File: src/ccd_pkg.sv
// constants and types shared by the channel clock divider block
package ccd_pkg;

  // ************************************************************
  // register map
  // ************************************************************
  localparam int          CCD_AW           = 10;
  localparam int          CCD_DW           = 8;
  localparam logic [9:0]  CCD_DIV0_COUNTS  = 10'h190;
  localparam logic [9:0]  CCD_DIV0_CTRL    = 10'h191;
  localparam logic [9:0]  CCD_DIV0_ROUTE   = 10'h192;
  localparam logic [9:0]  CCD_DIV1_COUNTS  = 10'h193;
  localparam logic [9:0]  CCD_DIV1_CTRL    = 10'h194;
  localparam logic [9:0]  CCD_DIV1_ROUTE   = 10'h195;
  localparam logic [9:0]  CCD_SRC_SEL      = 10'h1E1;
  localparam logic [9:0]  CCD_STATUS       = 10'h1E2;

  // ************************************************************
  // field positions
  // ************************************************************
  localparam int          CCD_LOW_MSB      = 7;
  localparam int          CCD_LOW_LSB      = 4;
  localparam int          CCD_HIGH_MSB     = 3;
  localparam int          CCD_HIGH_LSB     = 0;
  localparam int          CCD_BYPASS_BIT   = 7;
  localparam int          CCD_NOSYNC_BIT   = 6;
  localparam int          CCD_FORCE_BIT    = 5;
  localparam int          CCD_START_BIT    = 4;
  localparam int          CCD_PHASE_MSB    = 3;
  localparam int          CCD_PHASE_LSB    = 0;
  localparam int          CCD_DIRECT_BIT   = 1;
  localparam int          CCD_DUTY_CORRECTION_DISABLE_BIT   = 0;

  // ************************************************************
  // reset values
  // ************************************************************
  localparam logic [7:0]  CCD_DIV0_COUNTS_RST = 8'h00;
  localparam logic [7:0]  CCD_DIV0_CTRL_RST   = 8'h80;
  localparam logic [7:0]  CCD_DIV0_ROUTE_RST  = 8'h00;
  localparam logic [7:0]  CCD_DIV1_COUNTS_RST = 8'hBB;
  localparam logic [7:0]  CCD_DIV1_CTRL_RST   = 8'h00;
  localparam logic [7:0]  CCD_DIV1_ROUTE_RST  = 8'h00;
  localparam logic [1:0]  CCD_SRC_SEL_RST     = 2'h0;

  // ************************************************************
  // source select codes
  // ************************************************************
  localparam logic [1:0]  CCD_SRC_EXT      = 2'h0;
  localparam logic [1:0]  CCD_SRC_NONE     = 2'h1;
  localparam logic [1:0]  CCD_SRC_OSC      = 2'h2;

  typedef enum logic [1:0] {
    CCD_HOLD = 2'h0,
    CCD_WAIT = 2'h1,
    CCD_RUN  = 2'h3,
    CCD_IDLE = 2'h2
  } ccd_state_t;

endpackage

File: src/ccd_top.sv
// two channel clock dividers with register port and output pair routing
//
// Design decision made here: the address-and-strobe port.
`timescale 1ns/1ps

module ccd_top
  import ccd_pkg::*;
(
  input  wire logic        i_mclk,
  input  wire logic        i_srst,
  input  wire logic        i_ce,
  input  wire logic [9:0]  i_addr,
  input  wire logic [7:0]  i_wdata,
  input  wire logic        i_wr,
  input  wire logic        i_rd,
  input  wire logic        i_osc_clk,
  input  wire logic        i_ext_clk,
  input  wire logic        i_chip_sync,
  output logic [7:0]       o_rdata,
  output logic             o_pair0_output_a,
  output logic             o_pair0_output_b,
  output logic             o_pair1_output_a,
  output logic             o_pair1_output_b,
  output logic [1:0]       o_duty_correct_en
);

  // ************************************************************
  // configuration registers
  // ************************************************************
  logic [7:0] div0_counts_reg;
  logic [7:0] div0_ctrl_reg;
  logic [7:0] div0_route_reg;
  logic [7:0] div1_counts_reg;
  logic [7:0] div1_ctrl_reg;
  logic [7:0] div1_route_reg;
  logic [1:0] src_sel_reg;
  logic [7:0] rdata_reg;
  logic [7:0] status_next;

  always_ff @(posedge i_mclk) begin
    if (i_srst) begin
      div0_counts_reg <= CCD_DIV0_COUNTS_RST;
      div0_ctrl_reg   <= CCD_DIV0_CTRL_RST;
      div0_route_reg  <= CCD_DIV0_ROUTE_RST;
      div1_counts_reg <= CCD_DIV1_COUNTS_RST;
      div1_ctrl_reg   <= CCD_DIV1_CTRL_RST;
      div1_route_reg  <= CCD_DIV1_ROUTE_RST;
      src_sel_reg     <= CCD_SRC_SEL_RST;
    end else if (i_ce && i_wr) begin
      case (i_addr)
        CCD_DIV0_COUNTS: div0_counts_reg <= i_wdata;
        CCD_DIV0_CTRL:   div0_ctrl_reg   <= i_wdata;
        CCD_DIV0_ROUTE:  div0_route_reg  <= {6'h00, i_wdata[1:0]};
        CCD_DIV1_COUNTS: div1_counts_reg <= i_wdata;
        CCD_DIV1_CTRL:   div1_ctrl_reg   <= i_wdata;
        CCD_DIV1_ROUTE:  div1_route_reg  <= {6'h00, i_wdata[1:0]};
        CCD_SRC_SEL:     src_sel_reg     <= i_wdata[1:0];
        default: begin
        end
      endcase
    end
  end

  // ************************************************************
  // read port
  // ************************************************************
  logic       osc_lvl;
  logic       ext_lvl;
  logic       osc_rise;
  logic       ext_rise;
  logic       sync_lvl;
  logic       div0_out;
  logic       div1_out;
  logic       div0_run;
  logic       div1_run;

  assign status_next = {2'h0, sync_lvl, ext_lvl, div1_out, div0_out, div1_run, div0_run};

  // data lasts only the cycle after the strobe while i_ce is high, and holds while i_ce is low; unmapped reads give zero
  always_ff @(posedge i_mclk) begin
    if (i_srst) begin
      rdata_reg <= 8'h00;
    end else if (i_ce) begin
      if (i_rd) begin
        case (i_addr)
          CCD_DIV0_COUNTS: rdata_reg <= div0_counts_reg;
          CCD_DIV0_CTRL:   rdata_reg <= div0_ctrl_reg;
          CCD_DIV0_ROUTE:  rdata_reg <= div0_route_reg;
          CCD_DIV1_COUNTS: rdata_reg <= div1_counts_reg;
          CCD_DIV1_CTRL:   rdata_reg <= div1_ctrl_reg;
          CCD_DIV1_ROUTE:  rdata_reg <= div1_route_reg;
          CCD_SRC_SEL:     rdata_reg <= {6'h00, src_sel_reg};
          CCD_STATUS:      rdata_reg <= status_next;
          default:         rdata_reg <= 8'h00;
        endcase
      end else begin
        rdata_reg <= 8'h00;
      end
    end
  end

  assign o_rdata = rdata_reg;

  // ************************************************************
  // pin inputs
  // ************************************************************
  ccd_pin_sync u_osc_sync (
    .i_mclk  (i_mclk),
    .i_srst  (i_srst),
    .i_ce    (i_ce),
    .i_pin   (i_osc_clk),
    .o_level (osc_lvl),
    .o_rise  (osc_rise)
  );

  ccd_pin_sync u_ext_sync (
    .i_mclk  (i_mclk),
    .i_srst  (i_srst),
    .i_ce    (i_ce),
    .i_pin   (i_ext_clk),
    .o_level (ext_lvl),
    .o_rise  (ext_rise)
  );

  ccd_pin_sync u_chip_sync (
    .i_mclk  (i_mclk),
    .i_srst  (i_srst),
    .i_ce    (i_ce),
    .i_pin   (i_chip_sync),
    .o_level (sync_lvl),
    .o_rise  ()
  );

  // ************************************************************
  // divider input source
  // ************************************************************
  // both dividers share one source so a common sync release stays aligned
  logic src_is_osc;
  logic src_lvl;
  logic src_tick;

  assign src_is_osc = (src_sel_reg == CCD_SRC_OSC);
  assign src_lvl    = src_is_osc ? osc_lvl : ext_lvl;
  assign src_tick   = src_is_osc ? osc_rise : ext_rise;

  ccd_divider u_div0 (
    .i_mclk     (i_mclk),
    .i_srst     (i_srst),
    .i_ce       (i_ce),
    .i_tick     (src_tick),
    .i_src_lvl  (src_lvl),
    .i_sync     (sync_lvl),
    .i_low_cnt  (div0_counts_reg[CCD_LOW_MSB:CCD_LOW_LSB]),
    .i_high_cnt (div0_counts_reg[CCD_HIGH_MSB:CCD_HIGH_LSB]),
    .i_bypass   (div0_ctrl_reg[CCD_BYPASS_BIT]),
    .i_nosync   (div0_ctrl_reg[CCD_NOSYNC_BIT]),
    .i_force    (div0_ctrl_reg[CCD_FORCE_BIT]),
    .i_start_hi (div0_ctrl_reg[CCD_START_BIT]),
    .i_phase    (div0_ctrl_reg[CCD_PHASE_MSB:CCD_PHASE_LSB]),
    .o_div_out  (div0_out),
    .o_running  (div0_run)
  );

  ccd_divider u_div1 (
    .i_mclk     (i_mclk),
    .i_srst     (i_srst),
    .i_ce       (i_ce),
    .i_tick     (src_tick),
    .i_src_lvl  (src_lvl),
    .i_sync     (sync_lvl),
    .i_low_cnt  (div1_counts_reg[CCD_LOW_MSB:CCD_LOW_LSB]),
    .i_high_cnt (div1_counts_reg[CCD_HIGH_MSB:CCD_HIGH_LSB]),
    .i_bypass   (div1_ctrl_reg[CCD_BYPASS_BIT]),
    .i_nosync   (div1_ctrl_reg[CCD_NOSYNC_BIT]),
    .i_force    (div1_ctrl_reg[CCD_FORCE_BIT]),
    .i_start_hi (div1_ctrl_reg[CCD_START_BIT]),
    .i_phase    (div1_ctrl_reg[CCD_PHASE_MSB:CCD_PHASE_LSB]),
    .o_div_out  (div1_out),
    .o_running  (div1_run)
  );

  // ************************************************************
  // output routing
  // ************************************************************
  logic pair0_reg;
  logic pair1_reg;
  logic pair0_next;
  logic pair1_next;
  logic [1:0] dcc_reg;

  // select 01b (and the unused 11b) leave the divider on the pair
  function automatic logic route_pick(input logic direct, input logic [1:0] sel,
                                      input logic div_lvl, input logic osc,
                                      input logic ext);
    logic res;
    res = div_lvl;
    if (direct && sel == CCD_SRC_OSC) begin
      res = osc;
    end else if (direct && sel == CCD_SRC_EXT) begin
      res = ext;
    end
    return res;
  endfunction

  assign pair0_next = route_pick(div0_route_reg[CCD_DIRECT_BIT], src_sel_reg,
                                 div0_out, osc_lvl, ext_lvl);
  assign pair1_next = route_pick(div1_route_reg[CCD_DIRECT_BIT], src_sel_reg,
                                 div1_out, osc_lvl, ext_lvl);

  always_ff @(posedge i_mclk) begin
    if (i_srst) begin
      pair0_reg <= 1'h0;
      pair1_reg <= 1'h0;
    end else if (i_ce) begin
      pair0_reg <= pair0_next;
      pair1_reg <= pair1_next;
    end
  end

  // correction itself is analog; this block only steers its enable
  always_ff @(posedge i_mclk) begin
    if (i_srst) begin
      dcc_reg <= 2'h3;
    end else if (i_ce) begin
      dcc_reg <= {!div1_route_reg[CCD_DUTY_CORRECTION_DISABLE_BIT], !div0_route_reg[CCD_DUTY_CORRECTION_DISABLE_BIT]};
    end
  end

  assign o_pair0_output_a  = pair0_reg;
  assign o_pair0_output_b  = !pair0_reg;
  assign o_pair1_output_a  = pair1_reg;
  assign o_pair1_output_b  = !pair1_reg;
  assign o_duty_correct_en = dcc_reg;

  // ************************************************************
  // checks
  // ************************************************************
  a_reset_counts: assert property (@(posedge i_mclk)
    $past(i_srst) && !i_srst |-> div0_counts_reg == 8'h00 && div1_counts_reg == 8'hBB)
    else $error("count fields wrong after reset");

  a_reset_bypass: assert property (@(posedge i_mclk)
    $past(i_srst) && !i_srst |-> div0_ctrl_reg[7] && !div1_ctrl_reg[7])
    else $error("bypass bits wrong after reset");

  a_reset_fields: assert property (@(posedge i_mclk)
    $past(i_srst) && !i_srst |-> div0_ctrl_reg[6:0] == 7'h00 && div1_ctrl_reg == 8'h00
      && div0_route_reg == 8'h00 && div1_route_reg == 8'h00)
    else $error("control fields not clear after reset");

  a_bypass_pass: assert property (@(posedge i_mclk) disable iff (i_srst)
    i_ce && div0_ctrl_reg[7] && !div0_route_reg[1] ##1 i_ce && div0_ctrl_reg[7]
      && !div0_route_reg[1] |=> o_pair0_output_a == $past(src_lvl, 2))
    else $error("bypassed divider does not pass source");

  a_bypass_noforce: assert property (@(posedge i_mclk) disable iff (i_srst)
    i_ce && div1_ctrl_reg[7] && div1_ctrl_reg[5] && div1_ctrl_reg[6] && sync_lvl
      && !src_lvl |=> !div1_out)
    else $error("force acts while bypassed");

  a_direct_osc: assert property (@(posedge i_mclk) disable iff (i_srst)
    i_ce && div0_route_reg[1] && src_sel_reg == 2'h2 |=> o_pair0_output_a == $past(osc_lvl))
    else $error("direct oscillator route wrong");

  a_direct_none: assert property (@(posedge i_mclk) disable iff (i_srst)
    i_ce && div1_route_reg[1] && src_sel_reg == 2'h1 |=> o_pair1_output_a == $past(div1_out))
    else $error("select 01b changed routing");

  a_div_route: assert property (@(posedge i_mclk) disable iff (i_srst)
    i_ce && !div1_route_reg[1] |=> o_pair1_output_a == $past(div1_out)
      && o_pair1_output_b != o_pair1_output_a)
    else $error("pair not driven from divider");

  a_dcc_enable: assert property (@(posedge i_mclk) disable iff (i_srst)
    i_ce ##1 i_ce |=> o_duty_correct_en[0] == !$past(div0_route_reg[0])
      && o_duty_correct_en[1] == !$past(div1_route_reg[0]))
    else $error("duty correction enable wrong");

  c_bypass: cover property (@(posedge i_mclk) disable iff (i_srst)
    div0_ctrl_reg[7] && src_tick);
  c_direct: cover property (@(posedge i_mclk) disable iff (i_srst)
    div1_route_reg[1] && src_sel_reg == CCD_SRC_OSC);
  c_sync: cover property (@(posedge i_mclk) disable iff (i_srst)
    sync_lvl ##1 !sync_lvl ##[1:64] div1_run);

endmodule

File: src/ccd_pin_sync.sv
// three-flop pin synchroniser with agreement filter and rise pulse
`timescale 1ns/1ps
module ccd_pin_sync
  import ccd_pkg::*;
(
  input  wire logic i_mclk,
  input  wire logic i_srst,
  input  wire logic i_ce,
  input  wire logic i_pin,
  output logic      o_level,
  output logic      o_rise
);

  logic s1_reg;
  logic s2_reg;
  logic s3_reg;
  logic lvl_reg;
  logic rise_reg;

  always_ff @(posedge i_mclk) begin
    if (i_srst) begin
      s1_reg <= 1'h0;
      s2_reg <= 1'h0;
      s3_reg <= 1'h0;
    end else if (i_ce) begin
      s1_reg <= i_pin;
      s2_reg <= s1_reg;
      s3_reg <= s2_reg;
    end
  end

  // a change is accepted only once stages two and three agree
  always_ff @(posedge i_mclk) begin
    if (i_srst) begin
      lvl_reg  <= 1'h0;
      rise_reg <= 1'h0;
    end else if (i_ce) begin
      rise_reg <= (s2_reg == s3_reg) && s3_reg && !lvl_reg;
      if (s2_reg == s3_reg) begin
        lvl_reg <= s3_reg;
      end
    end
  end

  assign o_level = lvl_reg;
  assign o_rise  = rise_reg;

endmodule

File: src/ccd_divider.sv
// one channel divider: high/low counts, phase offset, sync, force, bypass
`timescale 1ns/1ps
module ccd_divider
  import ccd_pkg::*;
(
  input  wire logic       i_mclk,
  input  wire logic       i_srst,
  input  wire logic       i_ce,
  input  wire logic       i_tick,
  input  wire logic       i_src_lvl,
  input  wire logic       i_sync,
  input  wire logic [3:0] i_low_cnt,
  input  wire logic [3:0] i_high_cnt,
  input  wire logic       i_bypass,
  input  wire logic       i_nosync,
  input  wire logic       i_force,
  input  wire logic       i_start_hi,
  input  wire logic [3:0] i_phase,
  output logic            o_div_out,
  output logic            o_running
);

  ccd_state_t state_reg;
  logic [3:0] cnt_reg;
  logic       lvl_reg;
  logic       out_reg;
  logic       sync_eff;

  assign sync_eff = i_sync && !i_nosync;

  always_ff @(posedge i_mclk) begin
    if (i_srst) begin
      state_reg <= CCD_WAIT;
      cnt_reg   <= 4'h0;
      lvl_reg   <= 1'h0;
    end else if (i_ce) begin
      if (i_bypass) begin
        state_reg <= CCD_IDLE;
        cnt_reg   <= i_phase;
      end else if (sync_eff) begin
        state_reg <= CCD_HOLD;
        cnt_reg   <= i_phase;
        lvl_reg   <= i_start_hi;
      end else begin
        case (state_reg)
          CCD_HOLD, CCD_IDLE: begin
            state_reg <= CCD_WAIT;
            cnt_reg   <= i_phase;
            lvl_reg   <= i_start_hi;
          end
          CCD_WAIT: begin
            if (i_tick) begin
              if (cnt_reg == 4'h0) begin
                state_reg <= CCD_RUN;
                lvl_reg   <= i_start_hi;
                cnt_reg   <= i_start_hi ? i_high_cnt : i_low_cnt;
              end else begin
                cnt_reg <= cnt_reg - 4'h1;
              end
            end
          end
          CCD_RUN: begin
            if (i_tick) begin
              if (cnt_reg == 4'h0) begin
                lvl_reg <= !lvl_reg;
                cnt_reg <= lvl_reg ? i_low_cnt : i_high_cnt;
              end else begin
                cnt_reg <= cnt_reg - 4'h1;
              end
            end
          end
          default: begin
            state_reg <= CCD_WAIT;
          end
        endcase
      end
    end
  end

  // bypass passes the source through; force only counts when not bypassed
  always_ff @(posedge i_mclk) begin
    if (i_srst) begin
      out_reg <= 1'h0;
    end else if (i_ce) begin
      if (i_bypass) begin
        out_reg <= i_src_lvl;
      end else if (i_sync && i_nosync) begin
        out_reg <= i_force;
      end else begin
        out_reg <= lvl_reg;
      end
    end
  end

  assign o_div_out = out_reg;
  assign o_running = (state_reg == CCD_RUN);

  // ************************************************************
  // checks
  // ************************************************************
  logic [4:0] len_reg;
  logic       full_reg;
  logic [7:0] cfg_reg;
  logic       cfg_same;

  // a count written mid-interval only applies at the next reload,
  // so the interval it lands in is not judged
  assign cfg_same = ({i_low_cnt, i_high_cnt} == cfg_reg);

  // ticks spent at the current level since the last toggle
  always_ff @(posedge i_mclk) begin
    if (i_srst) begin
      len_reg  <= 5'h0;
      full_reg <= 1'h0;
      cfg_reg  <= 8'h00;
    end else if (i_ce) begin
      cfg_reg <= {i_low_cnt, i_high_cnt};
      if (state_reg != CCD_RUN || i_bypass || sync_eff || !cfg_same) begin
        len_reg  <= 5'h0;
        full_reg <= 1'h0;
      end else if (i_tick && cnt_reg == 4'h0) begin
        len_reg  <= 5'h0;
        full_reg <= 1'h1;
      end else if (i_tick) begin
        len_reg <= len_reg + 5'h1;
      end
    end
  end

  a_high_len: assert property (@(posedge i_mclk) disable iff (i_srst)
    i_ce && full_reg && cfg_same && state_reg == CCD_RUN && !i_bypass && !sync_eff
      && i_tick && cnt_reg == 4'h0 && lvl_reg |-> len_reg == {1'h0, i_high_cnt})
    else $error("high time differs from high count plus one");

  a_low_len: assert property (@(posedge i_mclk) disable iff (i_srst)
    i_ce && full_reg && cfg_same && state_reg == CCD_RUN && !i_bypass && !sync_eff
      && i_tick && cnt_reg == 4'h0 && !lvl_reg |-> len_reg == {1'h0, i_low_cnt})
    else $error("low time differs from low count plus one");

  a_sync_start: assert property (@(posedge i_mclk) disable iff (i_srst)
    i_ce && sync_eff && !i_bypass ##1 i_ce && !i_bypass
      |=> out_reg == $past(i_start_hi, 2))
    else $error("synced divider not at start level");

  a_force_level: assert property (@(posedge i_mclk) disable iff (i_srst)
    i_ce && i_sync && i_nosync && !i_bypass |=> out_reg == $past(i_force))
    else $error("forced level not shown");

  a_phase_load: assert property (@(posedge i_mclk) disable iff (i_srst)
    i_ce && state_reg == CCD_HOLD && !sync_eff && !i_bypass
      |=> state_reg == CCD_WAIT && cnt_reg == $past(i_phase))
    else $error("phase offset not loaded on sync release");

  c_run_entry: cover property (@(posedge i_mclk) disable iff (i_srst)
    state_reg == CCD_WAIT ##1 state_reg == CCD_RUN);

endmodule

File: config.mk
export PLATFORM = sky130hd
export DESIGN_NAME = ccd_top
export DESIGN_NICKNAME = d
export VERILOG_FILES = /design/src/ccd_pkg.sv /design/src/ccd_top.sv /design/src/ccd_pin_sync.sv /design/src/ccd_divider.sv
export SDC_FILE = /design/constraint.sdc
export NUM_CORES = 1
export LEC_CHECK = 0
export BUFFER_PORTS_ARGS = -buffer_cell sky130_fd_sc_hd__buf_2
export CELL_PAD_IN_SITES_DETAIL_PLACEMENT = 1
export CELL_PAD_IN_SITES_GLOBAL_PLACEMENT = 1
export CORE_MARGIN = 1.5
export CORE_UTILIZATION = 49
export CTS_BUF_LIST = sky130_fd_sc_hd__clkbuf_8 sky130_fd_sc_hd__clkbuf_16
export CTS_CLUSTER_SIZE = 20
export DETAILED_ROUTE_END_ITERATION = 10
export GPL_ROUTABILITY_DRIVEN = 0
export PLACE_DENSITY = 0.88
export RECOVER_POWER = 50
export SLEW_MARGIN = 5
export SYNTH_ARGS = -nofsm -noshare
export SYNTH_HDL_FRONTEND = slang
export SYNTH_HIERARCHICAL = 1
export SYNTH_SLANG_ARGS = --single-unit
export TNS_END_PERCENT = 20
File: constraint.sdc
create_clock -name i_mclk -period 5.1 [get_ports i_mclk]
set_input_delay 0.255 -clock i_mclk [delete_from_list [all_inputs] [get_ports i_mclk]]
set_output_delay 0.255 -clock i_mclk [all_outputs]
set_load 0.02 [all_outputs]
Word level (Yosys, flattened, before mapping)
Cells that the tools add are included.
{ "word_totals": {"regBits": 80, "latchBits": 0, "ramBits": 0, "romBits": 0, "output_inout_bits": 14, "wordCells": 169, "mem_count": 0} }
{ "classes": {"addsub": 2, "multipliers": 0, "n_div": 0, "order_cmp": 0, "n_eq_ne": 32, "shift": 0, "mux": 52, "bitwise": 2, "reduce_logical": 48} }
{ "ops": {"columns": ["op", "n"], "rows": [
  ["10-bit by 9-bit equality test with 1-bit output (second input constant)", 8],
  ["4-bit 2-to-1 mux", 16],
  ["8-bit case mux with 8 select lines", 1],
  ["4-bit case mux with 3 select lines", 2],
  ["1-bit 2-to-1 mux", 20],
  ["2-bit AND reduction", 10],
  ["3-bit by 1-bit inequality test with 1-bit output (second input constant)", 6],
  ["2-bit 2-to-1 mux", 8],
  ["4-bit by 2-bit inequality test with 1-bit output (second input constant)", 4],
  ["1-bit logical AND", 13],
  ["6-bit AND reduction", 2],
  ["2-bit equality test (second input constant)", 5],
  ["1-bit logical NOT", 10],
  ["4-bit logical NOT", 2],
  ["8-bit 2-to-1 mux", 1],
  ["4-bit by 3-bit inequality test with 1-bit output (second input constant)", 2],
  ["2-bit case mux with 2 select lines", 2],
  ["4-bit AND reduction", 2],
  ["4-bit nonzero test", 2],
  ["4-bit by 1-bit subtractor with 4-bit output (second input constant)", 2],
  ["2-bit logical NOT", 3],
  ["3-bit by 2-bit inequality test with 1-bit output (second input constant)", 2],
  ["1-bit case mux with 3 select lines", 2],
  ["3-bit AND reduction", 2],
  ["4 further kinds", 9]
]} }

Logic depth before layout (Yosys ltp)
{ "logic_depth": {"word_depth": 6, "depth_mapped": 7, "depth_no_buf": 7} }

Cells and area by module
Netlist, hierarchy kept.
{ "modules_own_cells": {"columns": ["mod", "n_inst", "cells_each", "area_per_inst_um2", "seq_area_each_um2"], "rows": [
  ["ccd_top", 1, 273, 2492.4, 1001.0],
  ["ccd_divider", 2, 70, 596.8, 160.2],
  ["ccd_pin_sync", 3, 20, 212.7, 100.1]
]} }

Worst setup path before layout
Ideal clock, no wire load.
{ "synth_timing": {"kind": "input to register", "from": "in i_addr[5]", "to": "reg div1_counts_reg[2]", "arrival_ns": 1.606, "required_ns": 5.032, "path_slack_ns": 3.427, "stages": 7, "n_path_buf": 2, "path_cell_list": "or3b_1 buf_6 nor4b_4 and3_1 buf_6 nand2_2 a21oi_2"} }
{ "synth_between": {"elab_chain_cells": 2} }
{ "synth_rtl": {"columns": ["item", "line_no", "text"], "rows": [
  ["from (decl)", "ccd_top.sv:12", "input wire logic [9:0] i_addr,"],
  ["10-bit by 9-bit equality test with 1-bit output", "ccd_top.sv:50", "case (i_addr)"],
  ["2-bit AND reduction (no source line)", null, null],
  ["to (signal assigned)", "ccd_top.sv:54", "CCD_DIV1_COUNTS: div1_counts_reg <= i_wdata;"],
  ["to (decl)", "ccd_top.sv:33", "logic [7:0] div1_counts_reg;"]
]} }
No other way between the ends.
A chain may end at the register's enable or synchronous reset.

Worst setup path after layout
{ "layout_timing": {"from": "in i_ce", "to": "reg u_div0.lvl_reg"} }
{ "layout_between": {"elab_chain_cells": 1} }
{ "layout_rtl": {"columns": ["item", "line_no", "text"], "rows": [
  ["from (decl)", "ccd_top.sv:11", "input wire logic i_ce,"],
  ["6-bit AND reduction (no source line)", null, null],
  ["to (signal assigned)", "ccd_divider.sv:43", "lvl_reg <= i_start_hi;"],
  ["to (signal assigned)", "ccd_divider.sv:49", "lvl_reg <= i_start_hi;"],
  ["to (signal assigned)", "ccd_divider.sv:55", "lvl_reg <= i_start_hi;"],
  ["to (decl)", "ccd_divider.sv:25", "logic lvl_reg;"]
]} }
No other way between the ends.

==> run_results.csv <==
group,metric,value,unit
floorplanning,num_rows,33,
sta,setup_viol,0,
setup_path,worstPathRequired,5290,ps
clock_tree,post_cts_buffers,0,
global_routing,grt_pass1_vias,3739,
setup_path,startpoint_type,"primary input",
floorplanning,start_util,0.514,
clock_tree,clkSinkCount,80,
synthesis,synth_area,0.00429,mm²
power_and_ir_drop,power_density,259,mW/mm²
clock_tree,h-tree-depth,3,
run_status,violations,"max-capacitance violations, max-slew violations",
run_status,status,"finished, violations left",
place,dpl-instance-area,0.00449,mm²
synthesis,yosysWarnings,6,
global_routing,grt-ovfl-total,0,
clock_tree,post_cts_resized,0,
sta,skew,11.0,ps
sta,worstMarginPinSlew,1780,ps
setup_path,cp-startpoint,"i_ce",
flow_run,drv_cap,1,
sta,final.period_utilization,0.555,
floorplanning,ios,40,
setup_path,critPathMaxFanout,35,
drt,via_per_inst,6.19,
sta,drv_slew,36,
sta,rsz0062_at_grt,"false",
sta,maxSlewHeadroom,-0.190,
sta,final_hold_viol_count,0,
place,dp_hpwl,8890,µm
floorplanning,core,0.00834,mm²
place,io_buffers,39,
global_routing,grt_max_degree,89,
clock_tree,clk-insertion-delay-late,350,ps
setup_path,reg2reg_depth,5,
sta,hold_ws,141,ps
clock_tree,clk_pin_slew,80,ps
power_and_ir_drop,leakagePower,1.79,nW
synthesis,synth_cells,469,
floorplanning,die_h,96.5,µm
global_routing,grtUsageTotal,0.284,
drt,wl_per_cell,20.6,µm
final_layout,fin_area,0.00462,mm²
clock_tree,cts_max_path_buffers,2,
drt,drt_iter0_drc,231,
power_and_ir_drop,peakVddDrop,0.117,mV
drt,dr_total_vias,3767,
clock_tree,cts_tree,"done",
final_layout,final_net_count,534,
min_path,hold_path.class,"primary input to register",
sta,min_period,2830,ps
place,place_inst,595,
setup_path,crit-reg2reg-launch,"src_sel_reg[1]$_SDFFE_PP0P_",
clock_tree,root_buffer,"clkbuf_8",
synthesis,synth_nets,502,
final_layout,antenna-diode-count,0,
setup_path,arrival,3030,ps
min_path,hold_depth,3,
synthesis,syn_area_per_cell,9.14,µm²
drt,drtAntennaViolNets,0,
global_routing,grt_pass1_wl,19600,µm
setup_path,crit_type,"primary input to register",
global_routing,antenna_found_initial,0,
sta,finalSetupTns,0,ps
floorplanning,die-area,0.00932,mm²
sta,fmax,353,MHz
final_layout,fin_cells,609,
min_path,hp-start,"i_chip_sync",
setup_path,end_kind,"register",
drt,dr.pass1.iters,4,
drt,drc,0,
drt,finalWirelength,12500,µm
clock_tree,numCtsBuffers,9,
final_layout,drive_above_1_share,0.147,
final_layout,areaGrowthSynthToFinish,7.77,%
clock_tree,holdBufCountCts,0,
floorplanning,die_w,96.5,µm
## cell type report
class | count | area [µm²]
clock inverter | 5 | 51.3
multi-input combinational | 356 | 2480
inverter | 13 | 48.8
sequential | 80 | 1600
fill | 1009 | 3720
clock buffer | 9 | 124
timing repair buffer | 41 | 185
tap | 105 | 131
## critical path, stage by stage
cell      delay (ps)
clkbuf_1         340
clkbuf_1        1330
inv_1            390
a311oi_2         390
mux2i_1          230
a21oi_1           80
## worst paths after layout
check,end,slack (ps)
min reg2reg,o_rdata[4]$_SDFFE_PP0P_,470
max,u_div0/lvl_reg$_SDFFE_PP0P_,2270
min,u_chip_sync/s1_reg$_SDFFE_PP0P_,140
max reg2reg,u_div1/cnt_reg[0]$_SDFFE_PP0P_,3130
## cells in the final DEF (no fill, tap or decap), drive strengths merged, types with 6 or more instances in the layout
| cell type | count |
|---|---|
| a211oi | 6 |
| a21oi | 32 |
| a22oi | 7 |
| buf | 23 |
| clkbuf | 27 |
| dfxtp | 80 |
| ha | 7 |
| inv | 14 |
| mux2 | 17 |
| mux2i | 46 |
| nand2 | 53 |
| nand2b | 21 |
| nand3 | 8 |
| nand3b | 13 |
| nor2 | 52 |
| nor2b | 12 |
| nor3 | 7 |
| o21ai | 17 |
| o22ai | 6 |
## per-layer routing
layer  GRT usage  part of all wire  up-vias
met5           0                 0        -
met3      0.0446             0.058       22
met4       0.118             0.024        0
met2       0.488              0.50      118
li1            -                 -     1747
met1       0.351              0.42     1880
## stage by stage
step | setup WS, ps | util | power [mW]
after floorplan | 3430 | - | 0.725
after global placement | 3070 | 0.538 | 0.755
after detailed placement | 2980 | 0.538 | 0.760
after CTS | 3150 | 0.559 | 1.20
after global routing | 2110 | 0.554 | 1.24
final | 2270 | 0.554 | 1.20
## report_power, final
part / total, mW / internal (mW) / leakage (nW) / switching, mW
registers: 0.637 / 0.630 / 0.647 / 0.00661
clock network: 0.450 / 0.218 / 0.0921 / 0.232
logic: 0.110 / 0.0412 / 1.05 / 0.0688
Power figures use the tool's default switching activity.
